[config.mk]
export PLATFORM = sky130hd
export DESIGN_NAME = rtc_flags_sync
export DESIGN_NICKNAME = d
export VERILOG_FILES = /design/src/time_hold_regs.sv /design/src/rtc_flags_sync.sv
export SDC_FILE = /design/constraint.sdc
export NUM_CORES = 1
export LEC_CHECK = 0
export ABC_AREA = 1
export CORE_UTILIZATION = 65
export CTS_CLUSTER_SIZE = 40
export DETAILED_ROUTE_END_ITERATION = 10
export DONT_BUFFER_PORTS = 1
export PLACE_DENSITY = 0.83
export SETUP_SLACK_MARGIN = 0.5
export SYNTH_ARGS = -nofsm -noshare
export SYNTH_HDL_FRONTEND = slang
export SYNTH_SLANG_ARGS = --single-unit
[constraint.sdc]
create_clock -name mclk -period 12.61 [get_ports mclk]
set_input_delay 2.522 -clock mclk [delete_from_list [all_inputs] [get_ports mclk]]
set_output_delay 2.522 -clock mclk [all_outputs]
set_load 0.02 [all_outputs]
[src/time_hold_regs.sv]
// Package for the flags/control and time-sync block, plus the seven
// host-visible time holding registers.
// Assumes a single clock with a clock enable; reset already synchronised.
`default_nettype none

package rtc_pkg;
    // ------------------------------------------------------------------
    // Address map
    // ------------------------------------------------------------------
    localparam logic [14:0] ADDR_FLAGS      = 15'h7FF0;
    localparam logic [14:0] ADDR_ALM_FIRST  = 15'h7FF2;
    localparam logic [14:0] ADDR_ALM_LAST   = 15'h7FF5;
    localparam logic [14:0] ADDR_TIME_FIRST = 15'h7FF9;
    localparam logic [14:0] ADDR_TIME_LAST  = 15'h7FFF;
    localparam int          TIME_REGS       = 7;
    localparam int          ALM_REGS        = 4;
    localparam int          MASK_BIT        = 7;
    // Time register indices (7FF9h upward)
    localparam int IDX_SEC   = 0;
    localparam int IDX_MIN   = 1;
    localparam int IDX_HOUR  = 2;
    localparam int IDX_DAY   = 3;
    localparam int IDX_DATE  = 4;
    localparam int IDX_MONTH = 5;
    localparam int IDX_YEAR  = 6;
    // Timing, in 32.768 kHz timebase ticks
    localparam int TICKS_PER_SEC = 32768;
    localparam int CAL_HALF      = 32;
    // Field reset values
    localparam logic [7:0] TIME_RST = 8'h00;
    localparam logic [7:0] DATE_RST = 8'h01;

    typedef struct packed {
        logic watchdog_expired_flag;
        logic af;
        logic pf;
        logic cf;
    } flags_t;

    typedef struct packed {
        logic tst;
        logic cal;
        logic w;
        logic r;
    } ctrl_t;

    localparam flags_t FLAGS_RST = '0;
    localparam ctrl_t  CTRL_RST  = '0;

    typedef struct packed {
        logic        ce_n;
        logic        oe_n;
        logic        we_n;
        logic [14:0] addr;
        logic [7:0]  data;
    } host_bus_t;

    typedef logic [TIME_REGS-1:0][7:0] time_vec_t;

    function automatic logic [7:0] bcd_inc(input logic [7:0] v);
        if (v[3:0] == 4'h9) begin
            bcd_inc = {v[7:4] + 4'h1, 4'h0};
        end else begin
            bcd_inc = v + 8'h01;
        end
    endfunction : bcd_inc
endpackage : rtc_pkg

module time_hold_regs
    import rtc_pkg::*;
(
    input  wire logic            mclk,
    input  wire logic            rst_sync_n,
    input  wire logic            clk_en,
    input  wire logic            wr_en,
    input  wire logic [2:0]      wr_idx,
    input  wire logic [7:0]      wr_data,
    input  wire logic            bulk_en,
    input  wire rtc_pkg::time_vec_t bulk_data,
    input  wire logic [2:0]      rd_idx,
    output logic [7:0]           rd_data,
    output rtc_pkg::time_vec_t   all_data
);
    genvar g;
    generate
        for (g = 0; g < TIME_REGS; g++) begin : g_reg
            always_ff @(posedge mclk or negedge rst_sync_n) begin
                if (!rst_sync_n) begin
                    all_data[g] <= TIME_RST;
                end else if (clk_en) begin
                    // Bulk refresh wins: host writes only stick while bulk_en is low (frozen, snapped or load cycle)
                    if (bulk_en) begin
                        all_data[g] <= bulk_data[g];
                    end else if (wr_en && wr_idx == 3'(g)) begin
                        all_data[g] <= wr_data;
                    end
                end
            end
        end
    endgenerate

    always_ff @(posedge mclk or negedge rst_sync_n) begin
        if (!rst_sync_n) begin
            rd_data <= 8'h00;
        end else if (clk_en) begin
            rd_data <= (rd_idx < 3'(TIME_REGS)) ? all_data[rd_idx] : 8'h00;
        end
    end
endmodule : time_hold_regs

`default_nettype wire

[src/rtc_flags_sync.sv]
// Flags/control register, time snapshot and freeze-and-load path.
// Assumes host bus pins, timebase tick and supervisor events are
// synchronous to mclk.
`default_nettype none

module rtc_flags_sync
    import rtc_pkg::*;
#(
    parameter int TICKS_SEC = TICKS_PER_SEC
) (
    input  wire logic               mclk,
    input  wire logic               rst_n,
    input  wire logic               clk_en,
    input  wire rtc_pkg::host_bus_t host_bus,
    input  wire logic               tick_32k,
    input  wire logic               supply_low,
    input  wire logic               wdog_zero,
    output logic [7:0]              dq_out,
    output logic                    dq_oe_n,
    output logic                    cal_mode,
    output logic                    cal_wave,
    output logic                    test_mode
);
    // ------------------------------------------------------------------
    // Reset release
    // ------------------------------------------------------------------
    logic [1:0] rst_pipe_r;
    logic       rst_sync_n;

    always_ff @(posedge mclk or negedge rst_n) begin
        if (!rst_n) begin
            rst_pipe_r <= 2'b00;
        end else begin
            rst_pipe_r <= {rst_pipe_r[0], 1'b1};
        end
    end
    assign rst_sync_n = rst_pipe_r[1];

    // ------------------------------------------------------------------
    // Host bus strobes
    // ------------------------------------------------------------------
    logic        rd_act, wr_act, rd_act_r, wr_act_r, wr_stb, rd_end;
    logic [14:0] rd_addr_r;
    logic        in_time, in_alm;
    flags_t      flags_r;
    ctrl_t       ctrl_r;
    logic        flag_rd;

    assign rd_act  = !host_bus.ce_n && !host_bus.oe_n && host_bus.we_n;
    assign wr_act  = !host_bus.ce_n && !host_bus.we_n;
    assign wr_stb  = wr_act && !wr_act_r;
    assign rd_end  = rd_act_r && !rd_act;
    assign in_time = host_bus.addr >= ADDR_TIME_FIRST && host_bus.addr <= ADDR_TIME_LAST;
    assign in_alm  = host_bus.addr >= ADDR_ALM_FIRST && host_bus.addr <= ADDR_ALM_LAST;
    // Clear at end of access so the host sees the flags it clears
    assign flag_rd = rd_end && rd_addr_r == ADDR_FLAGS;

    always_ff @(posedge mclk or negedge rst_sync_n) begin
        if (!rst_sync_n) begin
            rd_act_r  <= 1'b0;
            wr_act_r  <= 1'b0;
            rd_addr_r <= 15'h0000;
        end else if (clk_en) begin
            rd_act_r <= rd_act;
            wr_act_r <= wr_act;
            if (rd_act && !rd_act_r) begin
                rd_addr_r <= host_bus.addr;
            end
        end
    end

    // ------------------------------------------------------------------
    // Control bits and load request
    // ------------------------------------------------------------------
    logic load_r;

    always_ff @(posedge mclk or negedge rst_sync_n) begin
        if (!rst_sync_n) begin
            ctrl_r <= CTRL_RST;
            load_r <= 1'b0;
        end else if (clk_en) begin
            load_r <= 1'b0;
            if (wr_stb && host_bus.addr == ADDR_FLAGS) begin
                // Flag bits are read-only: only low nibble stored
                ctrl_r <= ctrl_t'(host_bus.data[3:0]);
                load_r <= ctrl_r.w && !host_bus.data[1];
            end
        end
    end

    // ------------------------------------------------------------------
    // Timebase
    // ------------------------------------------------------------------
    logic [15:0] div_r;
    logic [5:0]  cal_cnt_r;
    logic        sec_tick, sec_tick_d_r;

    assign sec_tick = tick_32k && div_r == 16'(TICKS_SEC - 1);

    always_ff @(posedge mclk or negedge rst_sync_n) begin
        if (!rst_sync_n) begin
            div_r        <= 16'h0000;
            sec_tick_d_r <= 1'b0;
        end else if (clk_en) begin
            sec_tick_d_r <= sec_tick;
            if (tick_32k) begin
                div_r <= sec_tick ? 16'h0000 : div_r + 16'h0001;
            end
        end
    end

    // Mode outputs; 512 Hz wave only runs in calibration mode
    always_ff @(posedge mclk or negedge rst_sync_n) begin
        if (!rst_sync_n) begin
            cal_cnt_r <= 6'h00;
            cal_wave  <= 1'b0;
            cal_mode  <= 1'b0;
            test_mode <= 1'b0;
        end else if (clk_en) begin
            cal_mode  <= ctrl_r.cal;
            test_mode <= ctrl_r.tst;
            if (!ctrl_r.cal) begin
                cal_cnt_r <= 6'h00;
                cal_wave  <= 1'b0;
            end else if (tick_32k) begin
                if (cal_cnt_r == 6'(CAL_HALF - 1)) begin
                    cal_cnt_r <= 6'h00;
                    cal_wave  <= !cal_wave;
                end else begin
                    cal_cnt_r <= cal_cnt_r + 6'h01;
                end
            end
        end
    end

    // ------------------------------------------------------------------
    // Timekeeping counters
    // ------------------------------------------------------------------
    time_vec_t cnt_r, cnt_nxt, hold_all;
    logic      year_wrap;

    function automatic logic [7:0] month_len(input logic [7:0] mon, input logic [7:0] yr);
        unique case (mon)
            8'h02:                      month_len = (yr[4] ^ yr[1] || yr[0]) ? 8'h28 : 8'h29;
            8'h04, 8'h06, 8'h09, 8'h11: month_len = 8'h30;
            default:                    month_len = 8'h31;
        endcase
    endfunction : month_len

    always_comb begin
        cnt_nxt   = cnt_r;
        year_wrap = 1'b0;
        if (sec_tick) begin
            if (cnt_r[IDX_SEC] != 8'h59) begin
                cnt_nxt[IDX_SEC] = bcd_inc(cnt_r[IDX_SEC]);
            end else begin
                cnt_nxt[IDX_SEC] = TIME_RST;
                if (cnt_r[IDX_MIN] != 8'h59) begin
                    cnt_nxt[IDX_MIN] = bcd_inc(cnt_r[IDX_MIN]);
                end else begin
                    cnt_nxt[IDX_MIN] = TIME_RST;
                    if (cnt_r[IDX_HOUR] != 8'h23) begin
                        cnt_nxt[IDX_HOUR] = bcd_inc(cnt_r[IDX_HOUR]);
                    end else begin
                        cnt_nxt[IDX_HOUR] = TIME_RST;
                        cnt_nxt[IDX_DAY]  = (cnt_r[IDX_DAY] == 8'h07) ? DATE_RST
                                                                       : bcd_inc(cnt_r[IDX_DAY]);
                        if (cnt_r[IDX_DATE] != month_len(cnt_r[IDX_MONTH], cnt_r[IDX_YEAR])) begin
                            cnt_nxt[IDX_DATE] = bcd_inc(cnt_r[IDX_DATE]);
                        end else begin
                            cnt_nxt[IDX_DATE] = DATE_RST;
                            if (cnt_r[IDX_MONTH] != 8'h12) begin
                                cnt_nxt[IDX_MONTH] = bcd_inc(cnt_r[IDX_MONTH]);
                            end else begin
                                cnt_nxt[IDX_MONTH] = DATE_RST;
                                if (cnt_r[IDX_YEAR] != 8'h99) begin
                                    cnt_nxt[IDX_YEAR] = bcd_inc(cnt_r[IDX_YEAR]);
                                end else begin
                                    cnt_nxt[IDX_YEAR] = TIME_RST;
                                    year_wrap         = 1'b1;
                                end
                            end
                        end
                    end
                end
            end
        end
    end

    always_ff @(posedge mclk or negedge rst_sync_n) begin
        if (!rst_sync_n) begin
            cnt_r <= {TIME_RST, DATE_RST, DATE_RST, DATE_RST, TIME_RST, TIME_RST, TIME_RST};
        end else if (clk_en) begin
            // Load beats a same-cycle tick: host time is authoritative
            cnt_r <= load_r ? hold_all : cnt_nxt;
        end
    end

    // ------------------------------------------------------------------
    // Holding registers
    // ------------------------------------------------------------------
    logic [7:0] hold_rd;
    logic       bulk_en;

    // Track counters only while neither frozen nor snapped; the last
    // copy is the one taken in the cycle R rises, none after.
    // Skip the load cycle so the host bytes are not replaced by stale counts
    assign bulk_en = !ctrl_r.w && !ctrl_r.r && !load_r;

    time_hold_regs u_hold (
        .mclk       (mclk),
        .rst_sync_n (rst_sync_n),
        .clk_en     (clk_en),
        .wr_en      (wr_stb && in_time),
        .wr_idx     (host_bus.addr[2:0] - 3'h1),
        .wr_data    (host_bus.data),
        .bulk_en    (bulk_en),
        .bulk_data  (cnt_r),
        .rd_idx     (host_bus.addr[2:0] - 3'h1),
        .rd_data    (hold_rd),
        .all_data   (hold_all)
    );

    // ------------------------------------------------------------------
    // Alarm registers and match
    // ------------------------------------------------------------------
    logic [ALM_REGS-1:0][7:0] alm_r;
    logic                     alarm_hit;

    function automatic logic field_ok(input logic [7:0] alm, input logic [7:0] cur);
        field_ok = alm[MASK_BIT] || alm[6:0] == cur[6:0];
    endfunction : field_ok

    assign alarm_hit = field_ok(alm_r[0], cnt_r[IDX_SEC]) && field_ok(alm_r[1], cnt_r[IDX_MIN])
                    && field_ok(alm_r[2], cnt_r[IDX_HOUR])
                    && field_ok(alm_r[3], cnt_r[IDX_DATE]);

    always_ff @(posedge mclk or negedge rst_sync_n) begin
        if (!rst_sync_n) begin
            alm_r <= '0;
        end else if (clk_en && wr_stb && in_alm) begin
            alm_r[host_bus.addr[1:0] - 2'h2] <= host_bus.data;
        end
    end

    // ------------------------------------------------------------------
    // Sticky flags: a same-cycle event beats the read clear
    // ------------------------------------------------------------------
    logic supply_low_r;

    always_ff @(posedge mclk or negedge rst_sync_n) begin
        if (!rst_sync_n) begin
            flags_r      <= FLAGS_RST;
            supply_low_r <= 1'b0;
        end else if (clk_en) begin
            supply_low_r <= supply_low;
            flags_r.af  <= (sec_tick_d_r && alarm_hit) || (flags_r.af && !flag_rd);
            flags_r.pf  <= (supply_low && !supply_low_r)
                        || (flags_r.pf && !flag_rd);
            flags_r.cf  <= year_wrap || (flags_r.cf && !flag_rd);
            flags_r.watchdog_expired_flag <= wdog_zero || (flags_r.watchdog_expired_flag && !flag_rd);
        end
    end

    // ------------------------------------------------------------------
    // Read data
    // ------------------------------------------------------------------
    logic rd_time_r;

    always_ff @(posedge mclk or negedge rst_sync_n) begin
        if (!rst_sync_n) begin
            rd_time_r <= 1'b0;
            dq_out    <= 8'h00;
            dq_oe_n   <= 1'b1;
        end else if (clk_en) begin
            rd_time_r <= rd_act && in_time;
            dq_oe_n   <= !rd_act;
            if (rd_time_r) begin
                dq_out <= hold_rd;
            end else if (rd_act && host_bus.addr == ADDR_FLAGS) begin
                dq_out <= {flags_r, ctrl_r};
            end else if (rd_act && in_alm) begin
                dq_out <= alm_r[host_bus.addr[1:0] - 2'h2];
            end else if (!in_time) begin
                dq_out <= 8'h00;
            end
        end
    end
endmodule : rtc_flags_sync

`default_nettype wire

# Yosys cells after proc, flatten, opt, wreduce, memory -nomap -nowiden
# Index checks and enable logic that the tools add are counted.
[op_classes] n_mux=68 reduce_logical=88 n_addsub=18 eq_ne=41 magnitude_cmp=8 bitwise=1 shifts=0 n_mul=0 div=0
[op_table] op="2-to-1 mux 8 bit" count=41
[op_table] op="2-to-1 mux 56 bit" count=2
[op_table] op="adder 8 x 1 -> 8 bit, second input constant" count=7
[op_table] op="2-to-1 mux 48 bit" count=1
[op_table] op="2-to-1 mux 40 bit" count=1
[op_table] op="logical AND 1 bit" count=37
[op_table] op="bitwise mux 32 bit" count=1
[op_table] op="2-to-1 mux 16 bit" count=2
[op_table] op="2-to-1 mux 32 bit" count=1
[op_table] op="equality test 15 bit, second input constant" count=2
[op_table] op=">= comparator 15 bit, second input constant" count=2
[op_table] op="less-or-equal comparator 15 bit, second input constant" count=2
[op_table] op="adder 4 x 1 -> 4 bit, second input constant" count=7
[op_table] op="equality test 4 bit, second input constant" count=7
[op_table] op="equality test 7 bit" count=4
[op_table] op="AND reduction 2 bit" count=13
[op_table] op="binary-select mux 8 bit (select 3 bit)" count=1
[op_table] op="equality test 8 x 3 -> 1 bit, second input constant" count=3
[op_table] op="2-to-1 mux 6 bit" count=3
[op_table] op="adder 16 x 1 -> 16 bit, second input constant" count=1
[op_table] op="binary-select mux 8 bit (select 2 bit)" count=1
[op_table] op="demux 8 bit (select 2 bit)" count=1
[op_table] op="equality test 16 x 15 -> 1 bit, second input constant" count=1
[op_table] op="inequality test 8 x 7 -> 1 bit, second input constant" count=2
[op_table] op="34 further kinds" count=81
[totals] in_bits=32 memories=0 regBits=217 romBits=0 mem_bits_rw=0 latch_bits=0

# Longest topological paths before layout
[depth] depth_word=15 depth_mapped=14 depth_no_buf=13

# By module
# From an unflattened synthesis, not the netlist that was laid out.
[unflattened] hier_cells=1633 area_unflattened_um2=12643.4
[by_module_without_submodules] module="rtc_flags_sync" area_each_um2=9256.4 n_inst=1 cells_each=1172 seq_area_each_um2=3833.7
[by_module_without_submodules] module="time_hold_regs" area_each_um2=3387.0 n_inst=1 cells_each=461 seq_area_each_um2=1601.5

# Worst setup path before layout
# Ideal clock, no wire load.
[synth_path] kind="input to register" start="input host_bus[8] (netlist bit)" end="register u_hold.rd_data[1]" n_path_buf=5 path_stages=13 arrival_ns=4.546 setup_slack_ns=7.943 required_ns=12.489 path_cell_list="buf_2 -> inv_2 -> buf_2 -> clkbuf_1 -> ha_1 -> ha_1 -> clkbuf_1 -> inv_1 -> clkbuf_1 -> a21oi_1 -> o21ai_0 -> nand3_1 -> a22o_1"
[synth_between] elab_chain_cells=4 elab_cells_between_ends=5 cone_classes="add/sub: 1; order compare: 1; mux: 3"
[synth_rtl] item="from (decl)" line_no="rtc_flags_sync.sv:14" text="input wire rtc_pkg::host_bus_t host_bus,"
[synth_rtl] item="subtractor 3 x 1 -> 3 bit *" line_no="rtc_flags_sync.sv:219" text=".rd_idx (host_bus.addr[2:0] - 3'h1),"
[synth_rtl] item="binary-select mux 8 bit (select 3 bit)" line_no="time_hold_regs.sv:106" text="rd_data <= (rd_idx < 3'(TIME_REGS)) ? all_data[rd_idx] : 8'h00;"
[synth_rtl] item="2-to-1 mux 8 bit (not written as such)" line_no="time_hold_regs.sv:106"
[synth_rtl] item="2-to-1 mux 8 bit *" line_no="time_hold_regs.sv:106"
[synth_rtl] item="to (signal assigned)" line_no="time_hold_regs.sv:106"
[synth_rtl] item="to (decl)" line_no="time_hold_regs.sv:81" text="output logic [7:0] rd_data,"
# Mark *: on every way between the ends. The rest lies on a longest branch, timed or not. The select of a mux whose other input is x is not followed.
# A chain may end at the register's enable or synchronous reset.

# Worst setup path in the final report
[layout_path] start="input host_bus[8] (netlist bit)" end="register dq_out[1]"
[layout_between] elab_chain_cells=6 elab_cells_between_ends=17 cone_classes="add/sub: 1; order compare: 4; eq/ne: 2; mux: 5; reduce/logical: 5"
[layout_rtl] item=">= comparator 15 bit, or another cell as far along" line_no="rtc_flags_sync.sv:54" text="assign in_alm = host_bus.addr >= ADDR_ALM_FIRST && host_bus.addr <= ADDR_ALM_LAST;"
[layout_rtl] item="logical AND 1 bit or binary-select mux 8 bit (select 2 bit) (tied branches)" line_no="rtc_flags_sync.sv:54, rtc_flags_sync.sv:283"
[layout_rtl] item="logical AND 1 bit or 2-to-1 mux 8 bit (tied branches)" line_no="rtc_flags_sync.sv:282, rtc_flags_sync.sv:283"
[layout_rtl] item="2-to-1 mux 8 bit" line_no="rtc_flags_sync.sv:282" text="end else if (rd_act && in_alm) begin"
[layout_rtl] item="2-to-1 mux 8 bit" line_no="rtc_flags_sync.sv:280" text="end else if (rd_act && host_bus.addr == ADDR_FLAGS) begin"
[layout_rtl] item="2-to-1 mux 8 bit" line_no="rtc_flags_sync.sv:278" text="if (rd_time_r) begin"
[layout_rtl] item="to (signal assigned)" line_no="rtc_flags_sync.sv:279" text="dq_out <= hold_rd;"
[layout_rtl] item="to (signal assigned)" line_no="rtc_flags_sync.sv:281" text="dq_out <= {flags_r, ctrl_r};"
[layout_rtl] item="to (signal assigned)" line_no="rtc_flags_sync.sv:283" text="dq_out <= alm_r[host_bus.addr[1:0] - 2'h2];"
[layout_rtl] item="to (decl)" line_no="rtc_flags_sync.sv:18" text="output logic [7:0] dq_out,"
# Several ways; a longest one is shown, not always the timed one. The select of a mux whose other input is x is not followed.

==> flow_metrics.tcl <==
set metrics [dict create \
    cts_tree "done" \
    worstSetupPathType "input port to register" \
    crit_path_end_kind "register" \
    clk_latency_ns 0.54 \
    worst-path-max-fanout 52 \
    design.final.nets 1688 \
    cp.arrival_ns 4.86 \
    run_status "complete, no violations" \
    power.share.combinational 0.087 \
    hold_path_class "register to register" \
    design.core.area_sq_um 19000 \
    setup_viol 0 \
    initialDrtViolationCount 1230 \
    cts_made_buffers 24 \
    post_cts.repair.setup_buffers 0 \
    synth_seq_cells 217 \
    antenna_cells_inserted 0 \
    synthesis.instances 1656 \
    cell_internal_pwr_mw 1.20 \
    synth_top_cells_by_area "dfrtp_1, nand2_1, o21ai_0" \
    synth.yosys.seq_area_share 0.428 \
    floorplan.die_area_sq_um 20100 \
    final_min_period_over_clock_period 0.349 \
    htree_levels 1 \
    netSwitchingFraction 0.266 \
    slew-limit-headroom 0.249 \
    powerDensity_nw_per_um2 121 \
    final_cell_mix "nand2_1, dfrtp_1, o21ai_0" \
    rsz_0062_raised_after_global_routing "no" \
    clock-skew-final_ns 0.0330 \
    timing_hold_violations_final 0 \
    r2r.worst_path.cells 9 \
    ir_drop_v 0.000115 \
    wire_length_of_the_first_global_routing_pass_um 57300 \
    place_hpwl_um 25000 \
    pwr-share-seq 0.482 \
    die_w_um 142 \
    clock_power_share 0.431 \
    hold_depth 0 \
    drt_first_pass_iters 5 \
    critPathLaunchType "input port" \
    seqCellArea_sq_um 5440 \
    clk_buf_depth 3 \
    clk_transition_reported_paths_ns 0.06 \
    yosys.area.top_type "dfrtp_1" \
    cts.repair.resized 0 \
    wl_um 35800 \
    syn_to_final_growth_pct 6.67 \
    cts_root_buffer "clkbuf_16" \
    syn_nets 1723 \
    area_of_the_multi_input_gates_sq_um 6350 \
    cellLeakagePower_nw 6.53 \
    synth_edf_count 0 \
    layout.cells.most_common "nand2_1" \
    synthArstFlopShare 1.00 \
    ys.flop_type "dfrtp_1" \
    synth-warning-count 0 \
    postSynthAreaPerCell_sq_um 7.68 \
    floorplan.io_pins 44 \
    gp_congestion 0.963 \
    place.port_buffers 0 \
    wire_per_inst_um 18.8 \
    effective_utilization_at_floorplan 0.671 \
    totalNegativeSetupSlack_ns 0 \
    globalRouteTotalUtil 0.366 \
    syn_area_sq_um 12700 \
    drtAntennaViolNets 0 \
    max_cap_violations 0 \
    grt_antenna_before_repair 0 \
    yosysUniqueCellTypes 56 \
    grt_pass1_vias 10900 \
    fin_worst_hold_slack_ns 0.352 \
    nFillCells 1484 \
    final_period_minus_worst_setup_slack_ns 4.40 \
    cts_hold_buffers 0 \
    synth.top_cell.area_share 0.419 \
    final_layout_size_suffix_gt1_frac 0.0738 \
    tightestPinTransition_ns 1.12 \
    die_y_um 142 \
    largest_net_degree_at_the_start_of_global_routing 84 \
    grt_overflow 0 \
    cts_num_sinks 217 \
    drt-vias-per-instance 6.11 \
    power.switching_mw 0.437 \
    total_via_count_in_the_routed_design 11600 \
    critPathRequiredTime_ns 13.08 \
    route.detailed.drc 0 \
    finalMaxSlewViolations 0 \
    num_rows 50 \
    clock.fmax_mhz 228 \
]
==> logic make-up after synthesis <==
family,Yosys count,synth area share
AO/OA/AOI/OAI,364,0.161
XOR/XNOR,50,0.0345
adder cells (fa/ha/maj),35,0.0345
buffers and inverters,229,0.0725
flip-flops,217,0.428
multiplexers,5,0.00433
other,1,0.000295
AND/OR/NAND/NOR,755,0.265
==> power by group through the flow <==
stage	registers, mW	clock network, mW	logic, mW
4_1_cts	0.789	0.707	0.142
5_1_grt	0.795	0.738	0.162
3_5_place_dp	0.801	0	0.141
2_1_floorplan	0.791	0	0.110
6_report	0.790	0.706	0.143
3_3_place_gp	0.799	0	0.136
==> critical path, stage by stage <==
cell     delay, ns
inv_2         0.58
ha_1          0.34
inv_1         0.05
nor2_1        0.52
nand3_1       0.40
nand2_1       0.21
nand2_1       0.07
a21oi_1       0.14
==> path summary, 6_finish.rpt <==
path                                       to  slack [ns]           from
worst min register to register  rst_pipe_r[1]        0.35  rst_pipe_r[0]
max in group asynchronous              load_r        9.80  rst_pipe_r[1]
worst min-delay path            rst_pipe_r[1]        0.35  rst_pipe_r[0]
worst max register to register      cnt_r[50]        9.61         load_r
min in group asynchronous           div_r[11]        0.42  rst_pipe_r[1]
worst max-delay path                dq_out[1]        8.21    host_bus[8]
==> cell usage after synthesis, types with 5 or more instances <==
library cell,number
o21ai_1,31
o22ai_1,13
nor2_1,106
a22oi_1,7
a31oi_1,13
dfrtp_1,213
inv_1,151
nand3_1,122
nor3_1,21
nand2_2,17
nand3_4,5
nand4_1,43
o211ai_1,12
a22o_1,6
o21ai_2,6
ha_1,35
xnor2_1,19
o21ai_0,193
nand3_2,6
buf_2,24
clkbuf_1,32
xor2_1,31
inv_2,9
a21oi_1,57
nor2_2,8
nand2_1,410
buf_1,5
==> area by class of cell <==
| cell class | count | area share |
|---|---|---|
| Multi-Input combinational cell | 1210 | 0.469 |
| Sequential cell | 217 | 0.401 |
| Clock buffer | 32 | 0.0487 |
| Inverter | 163 | 0.0453 |
| Tap cell | 260 | 0.0240 |
| Clock inverter | 12 | 0.00941 |
| Timing Repair Buffer | 5 | 0.00277 |
==> state kept, by name, indices dropped and copies added (netlist names), 2 cells and up <==
signal           cells
cnt_r               56
u_hold.all_data     56
u_hold.rd_data       8
ctrl_r               4
flags_r              4
cal_cnt_r            6
rd_addr_r           15
div_r               16
rst_pipe_r           2
alm_r               32
dq_out               8
==> per-layer routing <==
metal	share of wire	vias to the layer above	wire [um]	track usage
met3	0.083	128	2980	0.0503
met5	0	-	0	0
met1	0.40	5431	14400	0.488
li1	-	5458	-	-
met2	0.46	589	16600	0.589
met4	0.051	0	1840	0.184
==> metrics by stage <==
stage	util	instance area, sq um	cells	setup WS (ns)	total power, mW
floorplan	-	12700	1656	6.12	0.900
global placement	0.674	12800	1855	7.90	0.935
detailed placement	0.674	12800	1855	7.81	0.942
CTS	0.715	13600	1899	8.30	1.64
global route	0.715	13600	1899	8.00	1.70
finish	0.715	13600	1899	8.21	1.64
No activity file was read; power rests on OpenSTA's default activity.
